==> src/verilog/ext_bus_pkg.sv <==
// Package of timing constants and cycle kinds for the external memory bus sequencer
package ext_bus_pkg;

    // ****************************************************************
    // Machine cycle framing (one clock = one oscillator period)
    // ****************************************************************
    localparam int unsigned OSC_PERIOD_NS = 50;
    localparam int unsigned CORE_CLK_HZ = 20_000_000;
    localparam int unsigned CYCLE_LEN_NS = 12 * OSC_PERIOD_NS;
    localparam int unsigned CYCLE_LEN = (CYCLE_LEN_NS * (CORE_CLK_HZ / 1_000_000) + 999) / 1000;
    localparam logic [3:0] LAST_SLOT = 4'(CYCLE_LEN - 1);

    // ****************************************************************
    // Slot positions and window lengths within the machine cycle
    // ****************************************************************
    localparam logic [3:0] ADDR_SETUP_SLOT = 4'h0;
    localparam logic [3:0] LATCH_START = 4'h1;
    localparam logic [3:0] LATCH_LEN = 4'h2;
    localparam logic [3:0] FETCH_START = 4'h4;
    localparam logic [3:0] FETCH_LEN = 4'h3;
    localparam logic [3:0] XFER_START = 4'h6;
    localparam logic [3:0] XFER_LEN = 4'h6;
    localparam logic [3:0] PORT_SAMPLE_SLOT = 4'h9;
    localparam logic [3:0] PORT_UPDATE_SLOT = 4'hB;

    // ****************************************************************
    // Reset values and control bit positions
    // ****************************************************************
    localparam int unsigned LATCH_OFF_BIT = 0;
    localparam logic [7:0] PORT_RESET = 8'hFF;
    localparam logic [7:0] HIGH_ADDR_RESET = 8'hFF;

    typedef enum logic [1:0] {
        KIND_NONE,
        KIND_FETCH,
        KIND_READ,
        KIND_WRITE
    } cycle_kind_e;

endpackage

==> src/verilog/strobe_window.sv <==
// Active-low strobe generator over a window of slots
`timescale 1ns/1ps
module strobe_window
    import ext_bus_pkg::*;
(
    input wire logic core_clk,
    input wire logic rst_b,
    input wire logic [3:0] slot,
    input wire logic enable,
    input wire logic [3:0] start_slot,
    input wire logic [3:0] width,
    input wire logic idle_level,
    output logic strobe
);
    logic [4:0] stop_slot;
    logic active_level;

    assign stop_slot = {1'b0, start_slot} + {1'b0, width};
    assign active_level = ~idle_level;

    always_ff @(posedge core_clk or negedge rst_b) begin
        if (!rst_b) begin
            strobe <= 1'b1;
        end else if (enable && ({1'b0, slot} + 5'h01) == {1'b0, start_slot}) begin
            strobe <= active_level;
        end else if (({1'b0, slot} + 5'h01) == stop_slot
                     || (slot == LAST_SLOT && stop_slot > {1'b0, LAST_SLOT})) begin
            strobe <= idle_level;
        end else if (!enable && strobe == active_level && slot == LAST_SLOT) begin
            strobe <= idle_level;
        end
    end
endmodule

==> src/verilog/ext_bus_seq.sv <==
// Machine-cycle sequencer for the multiplexed external memory bus
//
// Overview of operation
// Low address valid before latch pulse falls
// Low address held after latch pulse falls
// High address steady across fetch cycle
// Memory gives fetch byte within two periods
// Fetch access window is three periods
// Fetch byte captured before strobe rises
// Program memory floats bus within one period
// Data memory drives read within four periods
// Data read access time eight periods
// Data memory releases bus within two periods
// Write data valid before write strobe
// Write data held after write strobe
// Port inputs sampled at state five phase two
// Port outputs updated end of state six
// Port input stable before latch falls
// Latch high two, fetch strobe three periods
// Read/write strobe six periods, three after latch
// Latch off bit idles latch except externals
`timescale 1ns/1ps
module ext_bus_seq
    import ext_bus_pkg::*;
(
    input wire logic core_clk,
    input wire logic rst_b,
    input wire logic [1:0] req_kind,
    input wire logic [15:0] req_addr,
    input wire logic [7:0] req_wdata,
    output logic req_ready,
    output logic [7:0] fetch_byte,
    output logic fetch_valid,
    output logic [7:0] read_byte,
    output logic read_valid,
    input wire logic [7:0] auxiliary_control,
    input wire logic [7:0] port_wdata,
    input wire logic port_write,
    output logic [7:0] port_sampled,
    input wire logic [7:0] port_pins_in,
    output logic [7:0] port_pins_out,
    output logic address_latch,
    output logic program_fetch_strobe,
    output logic read_strobe_b,
    output logic write_strobe_b,
    input wire logic [7:0] low_byte_bus_in,
    output logic [7:0] low_byte_bus_out,
    output logic low_byte_bus_oe,
    output logic [7:0] high_addr_port
);
    // ****************************************************************
    // Slot counter and cycle kind
    // ****************************************************************
    logic [3:0] slot_q;
    cycle_kind_e kind_q;
    logic [15:0] addr_q;
    logic [7:0] wdata_q;
    logic [7:0] port_pend_q;
    logic port_pend_valid_q;
    logic ale_n;
    logic program_fetch_strobe_n;
    logic rd_n;
    logic wr_n;
    logic latch_en;
    logic latch_out;
    logic cycle_start;
    logic state5_phase2;
    logic state6_phase2;

    // ****************************************************************
    // Shared decodes
    // ****************************************************************
    // True for any cycle that touches external memory
    function automatic logic is_external(input logic [1:0] kind);
        begin
            is_external = cycle_kind_e'(kind) != KIND_NONE;
        end
    endfunction

    // Last slot of a strobe window, where the bus byte is captured
    function automatic logic [3:0] last_slot_of(input logic [3:0] start, input logic [3:0] len);
        begin
            last_slot_of = start + len - 4'h1;
        end
    endfunction

    // Slot counter wraps every machine cycle
    assign cycle_start = slot_q == LAST_SLOT;
    assign req_ready = cycle_start;

    always_ff @(posedge core_clk or negedge rst_b) begin
        if (!rst_b) begin
            slot_q <= 4'h0;
        end else if (slot_q == LAST_SLOT) begin
            slot_q <= 4'h0;
        end else begin
            slot_q <= slot_q + 4'h1;
        end
    end

    always_ff @(posedge core_clk or negedge rst_b) begin
        if (!rst_b) begin
            kind_q <= KIND_NONE;
            addr_q <= 16'h0000;
            wdata_q <= 8'h00;
        end else if (cycle_start) begin
            kind_q <= cycle_kind_e'(req_kind);
            addr_q <= req_addr;
            wdata_q <= req_wdata;
        end
    end

    // ****************************************************************
    // Strobe timing
    // ****************************************************************
    // Latch pulse idles when the off bit is set unless the cycle is external
    always_comb begin
        latch_en = !auxiliary_control[LATCH_OFF_BIT] || is_external(kind_q);
    end

    strobe_window u_latch (
        .core_clk(core_clk),
        .rst_b(rst_b),
        .slot(slot_q),
        .enable(latch_en),
        .start_slot(LATCH_START),
        .width(LATCH_LEN),
        .idle_level(1'b1),
        .strobe(ale_n)
    );
    assign latch_out = ~ale_n;

    // Program fetch strobe, low for the access window
    strobe_window u_fetch (
        .core_clk(core_clk),
        .rst_b(rst_b),
        .slot(slot_q),
        .enable(kind_q == KIND_FETCH),
        .start_slot(FETCH_START),
        .width(FETCH_LEN),
        .idle_level(1'b1),
        .strobe(program_fetch_strobe_n)
    );

    // Read strobe, low for the data access
    strobe_window u_read (
        .core_clk(core_clk),
        .rst_b(rst_b),
        .slot(slot_q),
        .enable(kind_q == KIND_READ),
        .start_slot(XFER_START),
        .width(XFER_LEN),
        .idle_level(1'b1),
        .strobe(rd_n)
    );

    // Write strobe, same window as read
    strobe_window u_write (
        .core_clk(core_clk),
        .rst_b(rst_b),
        .slot(slot_q),
        .enable(kind_q == KIND_WRITE),
        .start_slot(XFER_START),
        .width(XFER_LEN),
        .idle_level(1'b1),
        .strobe(wr_n)
    );

    assign address_latch = latch_out;
    assign program_fetch_strobe = program_fetch_strobe_n;
    assign read_strobe_b = rd_n;
    assign write_strobe_b = wr_n;

    // ****************************************************************
    // Low byte bus drive
    // ****************************************************************
    // Address from slot 1 until one slot past latch fall
    // Write data stands from slot 4 through slot 0 of the next cycle
    always_ff @(posedge core_clk or negedge rst_b) begin
        if (!rst_b) begin
            low_byte_bus_out <= 8'h00;
            low_byte_bus_oe <= 1'b0;
        end else if (slot_q == ADDR_SETUP_SLOT) begin
            // Held write data leaves only one slot after the write strobe rises
            low_byte_bus_out <= addr_q[7:0];
            low_byte_bus_oe <= is_external(kind_q);
        end else if (slot_q == LATCH_START + LATCH_LEN) begin
            low_byte_bus_out <= wdata_q;
            low_byte_bus_oe <= kind_q == KIND_WRITE;
        end
    end

    // High address held for the whole cycle
    always_ff @(posedge core_clk or negedge rst_b) begin
        if (!rst_b) begin
            high_addr_port <= HIGH_ADDR_RESET;
        end else if (cycle_start && is_external(req_kind)) begin
            high_addr_port <= req_addr[15:8];
        end
    end

    // ****************************************************************
    // Capture of fetched and read bytes
    // ****************************************************************
    always_ff @(posedge core_clk or negedge rst_b) begin
        if (!rst_b) begin
            fetch_byte <= 8'h00;
            fetch_valid <= 1'b0;
            read_byte <= 8'h00;
            read_valid <= 1'b0;
        end else begin
            fetch_valid <= 1'b0;
            read_valid <= 1'b0;
            // Fetch byte taken while the fetch strobe is still low
            if (kind_q == KIND_FETCH && slot_q == last_slot_of(FETCH_START, FETCH_LEN)) begin
                fetch_byte <= low_byte_bus_in;
                fetch_valid <= 1'b1;
            end
            // Read byte taken in the last slot of the read strobe
            if (kind_q == KIND_READ && slot_q == last_slot_of(XFER_START, XFER_LEN)) begin
                read_byte <= low_byte_bus_in;
                read_valid <= 1'b1;
            end
        end
    end

    // ****************************************************************
    // Machine state phases
    // ****************************************************************
    // Phase markers for port sampling and port update
    assign state5_phase2 = slot_q == PORT_SAMPLE_SLOT;
    assign state6_phase2 = slot_q == PORT_UPDATE_SLOT;

    // ****************************************************************
    // Port sample and update
    // ****************************************************************
    // Input pins captured once per machine cycle
    always_ff @(posedge core_clk or negedge rst_b) begin
        if (!rst_b) begin
            port_sampled <= 8'h00;
        end else if (state5_phase2) begin
            port_sampled <= port_pins_in;
        end
    end

    always_ff @(posedge core_clk or negedge rst_b) begin
        if (!rst_b) begin
            port_pend_q <= PORT_RESET;
            port_pend_valid_q <= 1'b0;
            port_pins_out <= PORT_RESET;
        end else begin
            // Latest written value reaches the pins at the end of the cycle
            if (state6_phase2 && (port_pend_valid_q || port_write)) begin
                port_pins_out <= port_write ? port_wdata : port_pend_q;
                port_pend_valid_q <= 1'b0;
            end else if (port_write) begin
                port_pend_q <= port_wdata;
                port_pend_valid_q <= 1'b1;
            end
        end
    end

endmodule

==> config.mk <==
export PLATFORM = sky130hd
export DESIGN_NAME = ext_bus_seq
export DESIGN_NICKNAME = d
export VERILOG_FILES = /design/src/verilog/ext_bus_pkg.sv /design/src/verilog/strobe_window.sv /design/src/verilog/ext_bus_seq.sv
export SDC_FILE = /design/constraint.sdc
export NUM_CORES = 1
export LEC_CHECK = 0
export ABC_AREA = 1
export BUFFER_PORTS_ARGS = -buffer_cell sky130_fd_sc_hd__buf_2
export CAP_MARGIN = 20
export CORE_MARGIN = 1
export CORE_UTILIZATION = 40
export DETAILED_ROUTE_END_ITERATION = 7
export GPL_TIMING_DRIVEN = 0
export PLACE_DENSITY_LB_ADDON = 0.12
export RECOVER_POWER = 25
export SYNTH_ARGS = -nofsm -noshare
export SYNTH_HDL_FRONTEND = slang
export SYNTH_HIERARCHICAL = 1
export SYNTH_SLANG_ARGS = --single-unit
==> constraint.sdc <==
create_clock -name core_clk -period 2.6 [get_ports core_clk]
set_input_delay 0.26 -clock core_clk [delete_from_list [all_inputs] [get_ports core_clk]]
set_output_delay 0.26 -clock core_clk [all_outputs]
set_load 0.01 [all_outputs]
==> out/metrics.cfg <==
[status]
outcome = finished, violations left
violations = capacitance limit, slew limit

[cells_and_area]
seq_area_um2 = 2190
synthToLayoutAreaGrowth_pct = 25.2
nets = 1077
antenna_cells = 0
finish.utilization = 0.519
nFillCells = 1416
multi_input_area_um2 = 3180
drive_gt1_frac = 0.180

[sta]
worst_hold_slack_ps = 116
fin_crit_ps = 2380
setup_viol = 0
fin_setup_tns_ps = 0
finalHoldViolations = 0
post-route-period-util = 0.917
finalMaxSlewViolations = 34
max_freq_ghz = 0.419
rsz0062_at_grt = false
maxSlewHeadroom = -0.278
layout_setup_ws_ps = 215
worst_slew_pin_slew_ps = 1920
finalClockSkew_ps = 5.43

[logic_synthesis]
synth_edf_count = 0
synth_cell_type_count = 27
async_flop_share = 1.00
synth.area.top_cells = dfrtp_1 (26%), nand2_1 (22%), dfstp_2 (13%), inv_1 (6.4%), nand3_1 (6.1%)
ys_top_cells_by_count = nand2_1 (323), inv_1 (94), nand3_1 (68)
synth.most_common_cell = nand2_1
synth.avg_cell_area_um2 = 7.02
netlist.area_leader.share = 0.262
netlist_instances = 788
syn_area_um2 = 5540
synth_top_area_cell = dfrtp_1
synthFlopType = dfrtp_1
yosysWarnings = 6
ys_ff_latch = 86
ys_seq_area_frac = 0.395

[power]
combPwrFrac = 0.173
power.total_mw = 3.48
switching_share = 0.272
ir_drop_uv = 320
power_leakage_nw = 3.83
pwr-share-seq = 0.444
p_int_mw = 2.53
power.net_switching_uw = 948
power.density_nw_per_um2 = 502
clock_power_share = 0.383

[cts]
cts_root_buf = clkbuf_16
cts_tree = yes
cts.sinks = 86
insertion_delay_ps = 330
cts-buffers-inserted = 9
clock_path_buffers = 2
clk_pin_slew_ps = 60
cts_max_level = 3

[placed_design]
numPortBuffers = 109
dpl_worst_slack_ps = 23.2
detailedPlacementHpwl_mm = 9.40
gp_congestion = 0.774

[detailed_routing]
drt_pass1_iterations = 6
viasPerCell = 4.46
ant_nets = 0
num_vias = 5210
drtIter0Drc = 295
wl_per_cell_um = 10.7
wl_mm = 12.5
drcViolationCount = 0

[setup_path]
end_kind = output pin
path_cells = ha_1 -> nand3_4 -> inv_2 -> buf_2 -> buf_2
worst-path-buf-inv = 3
critical_path.slowest_cell = dfrtp_4
cp.depth = 5
reg2reg_depth = 9
path_delay_family = flip-flops
cp_slowest_stage_delay_ps = 670
cp-start-kind = register
critical_path.most_common_cell = buf_2
crit_required_ps = 2340
criticalPathCategory = register to output pin
crit_fanout = 36
crit_arrival_ps = 2120

[global_routing]
met3_usage = 0.0418
antenna_found_initial = 0
grt_pass1_wl_mm = 21.3
gr-total-overflow = 0
grt_util_met2 = 0.310
grtUsageMet1 = 0.239
busiest_layer = met2
grt_start_max_net_pins = 54
grt_usage = 0.184
grt_pass1_vias = 4718

[die]
start_util = 0.415
core_um2 = 13300
die_w_um = 120
die-height_um = 120
io_pins = 117
num_rows = 42
die_area_um2 = 14300

[flow_run]
maxCapViolations = 1

[min_path]
hold-path-cell-count = 3
worstHoldPathType = input pin to register

## kinds of logic (layout without fill, tap and decap cells)
group	after synthesis	in the layout	synth area share
fa+ha+maj	28	28	0.0687
buf+inv	114	241	0.0832
other cells	2	80	0.00136
simple gates	470	470	0.365
xor+xnor	9	9	0.0142
compound gates	79	79	0.0721
flops	86	86	0.395
## cell usage in the layout, fill, tap and decap left out
master / netlist / final
a21oi_1: 12 / 12
nand4_1: 13 / 13
clkbuf_16: 0 / 9
dfstp_2: 28 / 28
clkinvlp_4: 0 / 1
conb_1: 2 / 80
xor2_1: 1 / 1
nor2_1: 36 / 36
dlygate4sd3_1: 0 / 1
o21ai_2: 1 / 1
o21ai_1: 22 / 22
clkbuf_8: 0 / 2
nand3b_1: 8 / 8
nand2_1: 323 / 323
bufinv_16: 0 / 1
nand3_1: 68 / 68
fa_1: 4 / 4
nor2_8: 1 / 1
buf_16: 0 / 1
dfrtp_1: 58 / 56
nand3_4: 1 / 1
dfrtp_2: 0 / 1
o21ai_0: 44 / 44
xnor2_1: 8 / 8
dfrtp_4: 0 / 1
inv_1: 94 / 94
buf_6: 3 / 3
clkinv_4: 0 / 2
buf_2: 8 / 104
inv_2: 7 / 7
clkbuf_1: 2 / 16
nor2_2: 1 / 1
ha_1: 24 / 24
nand2_2: 8 / 8
nor3_1: 4 / 4
nor2_4: 7 / 7
## registers in the layout, summed over array words and instances, names as in the netlist, 2 cells and up
| name | flops |
|---|---|
| fetch_byte | 8 |
| high_addr_port | 8 |
| port_pins_out | 8 |
| port_pend_q | 8 |
| port_sampled | 8 |
| kind_q | 2 |
| low_byte_bus_out | 8 |
| read_byte | 8 |
| addr_q | 8 |
| slot_q | 4 |
| wdata_q | 8 |
## area by class of cell
cell class | instances | share of cell area
clock buffers | 12 | 0.0370
flip-flops and latches | 86 | 0.316
inverters | 101 | 0.0547
multi-input cells | 666 | 0.459
repair buffers | 111 | 0.0818
plain buffers | 13 | 0.0117
clock inverters | 4 | 0.00794
well taps | 176 | 0.0318
## what timing repair did
action,in CTS,in global routing
hold buffers,1,0
buffers inserted,0,0
hold endpoints to repair,24,0
gates resized for setup,1,2
setup endpoints to repair,1,1
## final timing paths
path	start	endpoint	slack (ps)
max in group asynchronous	rst_b	read_byte[2]	500
hold reg to reg	port_pend_q[7]	port_pend_q[7]	470
hold / removal	req_addr[6]	addr_q[6]	120
setup reg to reg	slot_q[2]	u_fetch/strobe	610
min in group asynchronous	rst_b	port_sampled[5]	990
setup / recovery	slot_q[0]	req_ready	220
## routing by layer
layer,up-vias,routed length [um]
li1,2807,-
met1,2309,5970
met2,88,5930
met3,6,527
met4,0,90
met5,-,0
## power by group through the flow
stage	clock [mW]	sequential, mW	combinational (mW)
finish	1.33	1.55	0.602
global route	1.41	1.56	0.700
detailed placement	0	1.57	0.586
global placement	0	1.57	0.575
CTS	1.35	1.55	0.587
floorplan	0	1.60	0.344
## tightest hold or removal path: cells and delay by family
| kind | cells | cell delay (ps) |
|---|---|---|
| buffers and inverters | 1 | 70 |
| AND/OR/NAND/NOR | 2 | 80 |
## metrics by stage
stage / cell area (um2) / std cells
floorplan: 5830 / 866
global placement: 6590 / 1151
detailed placement: 6620 / 1152
CTS: 6950 / 1169
global route: 6930 / 1169
finish: 6930 / 1169
Note: power is estimated with default switching activity, not from simulation.
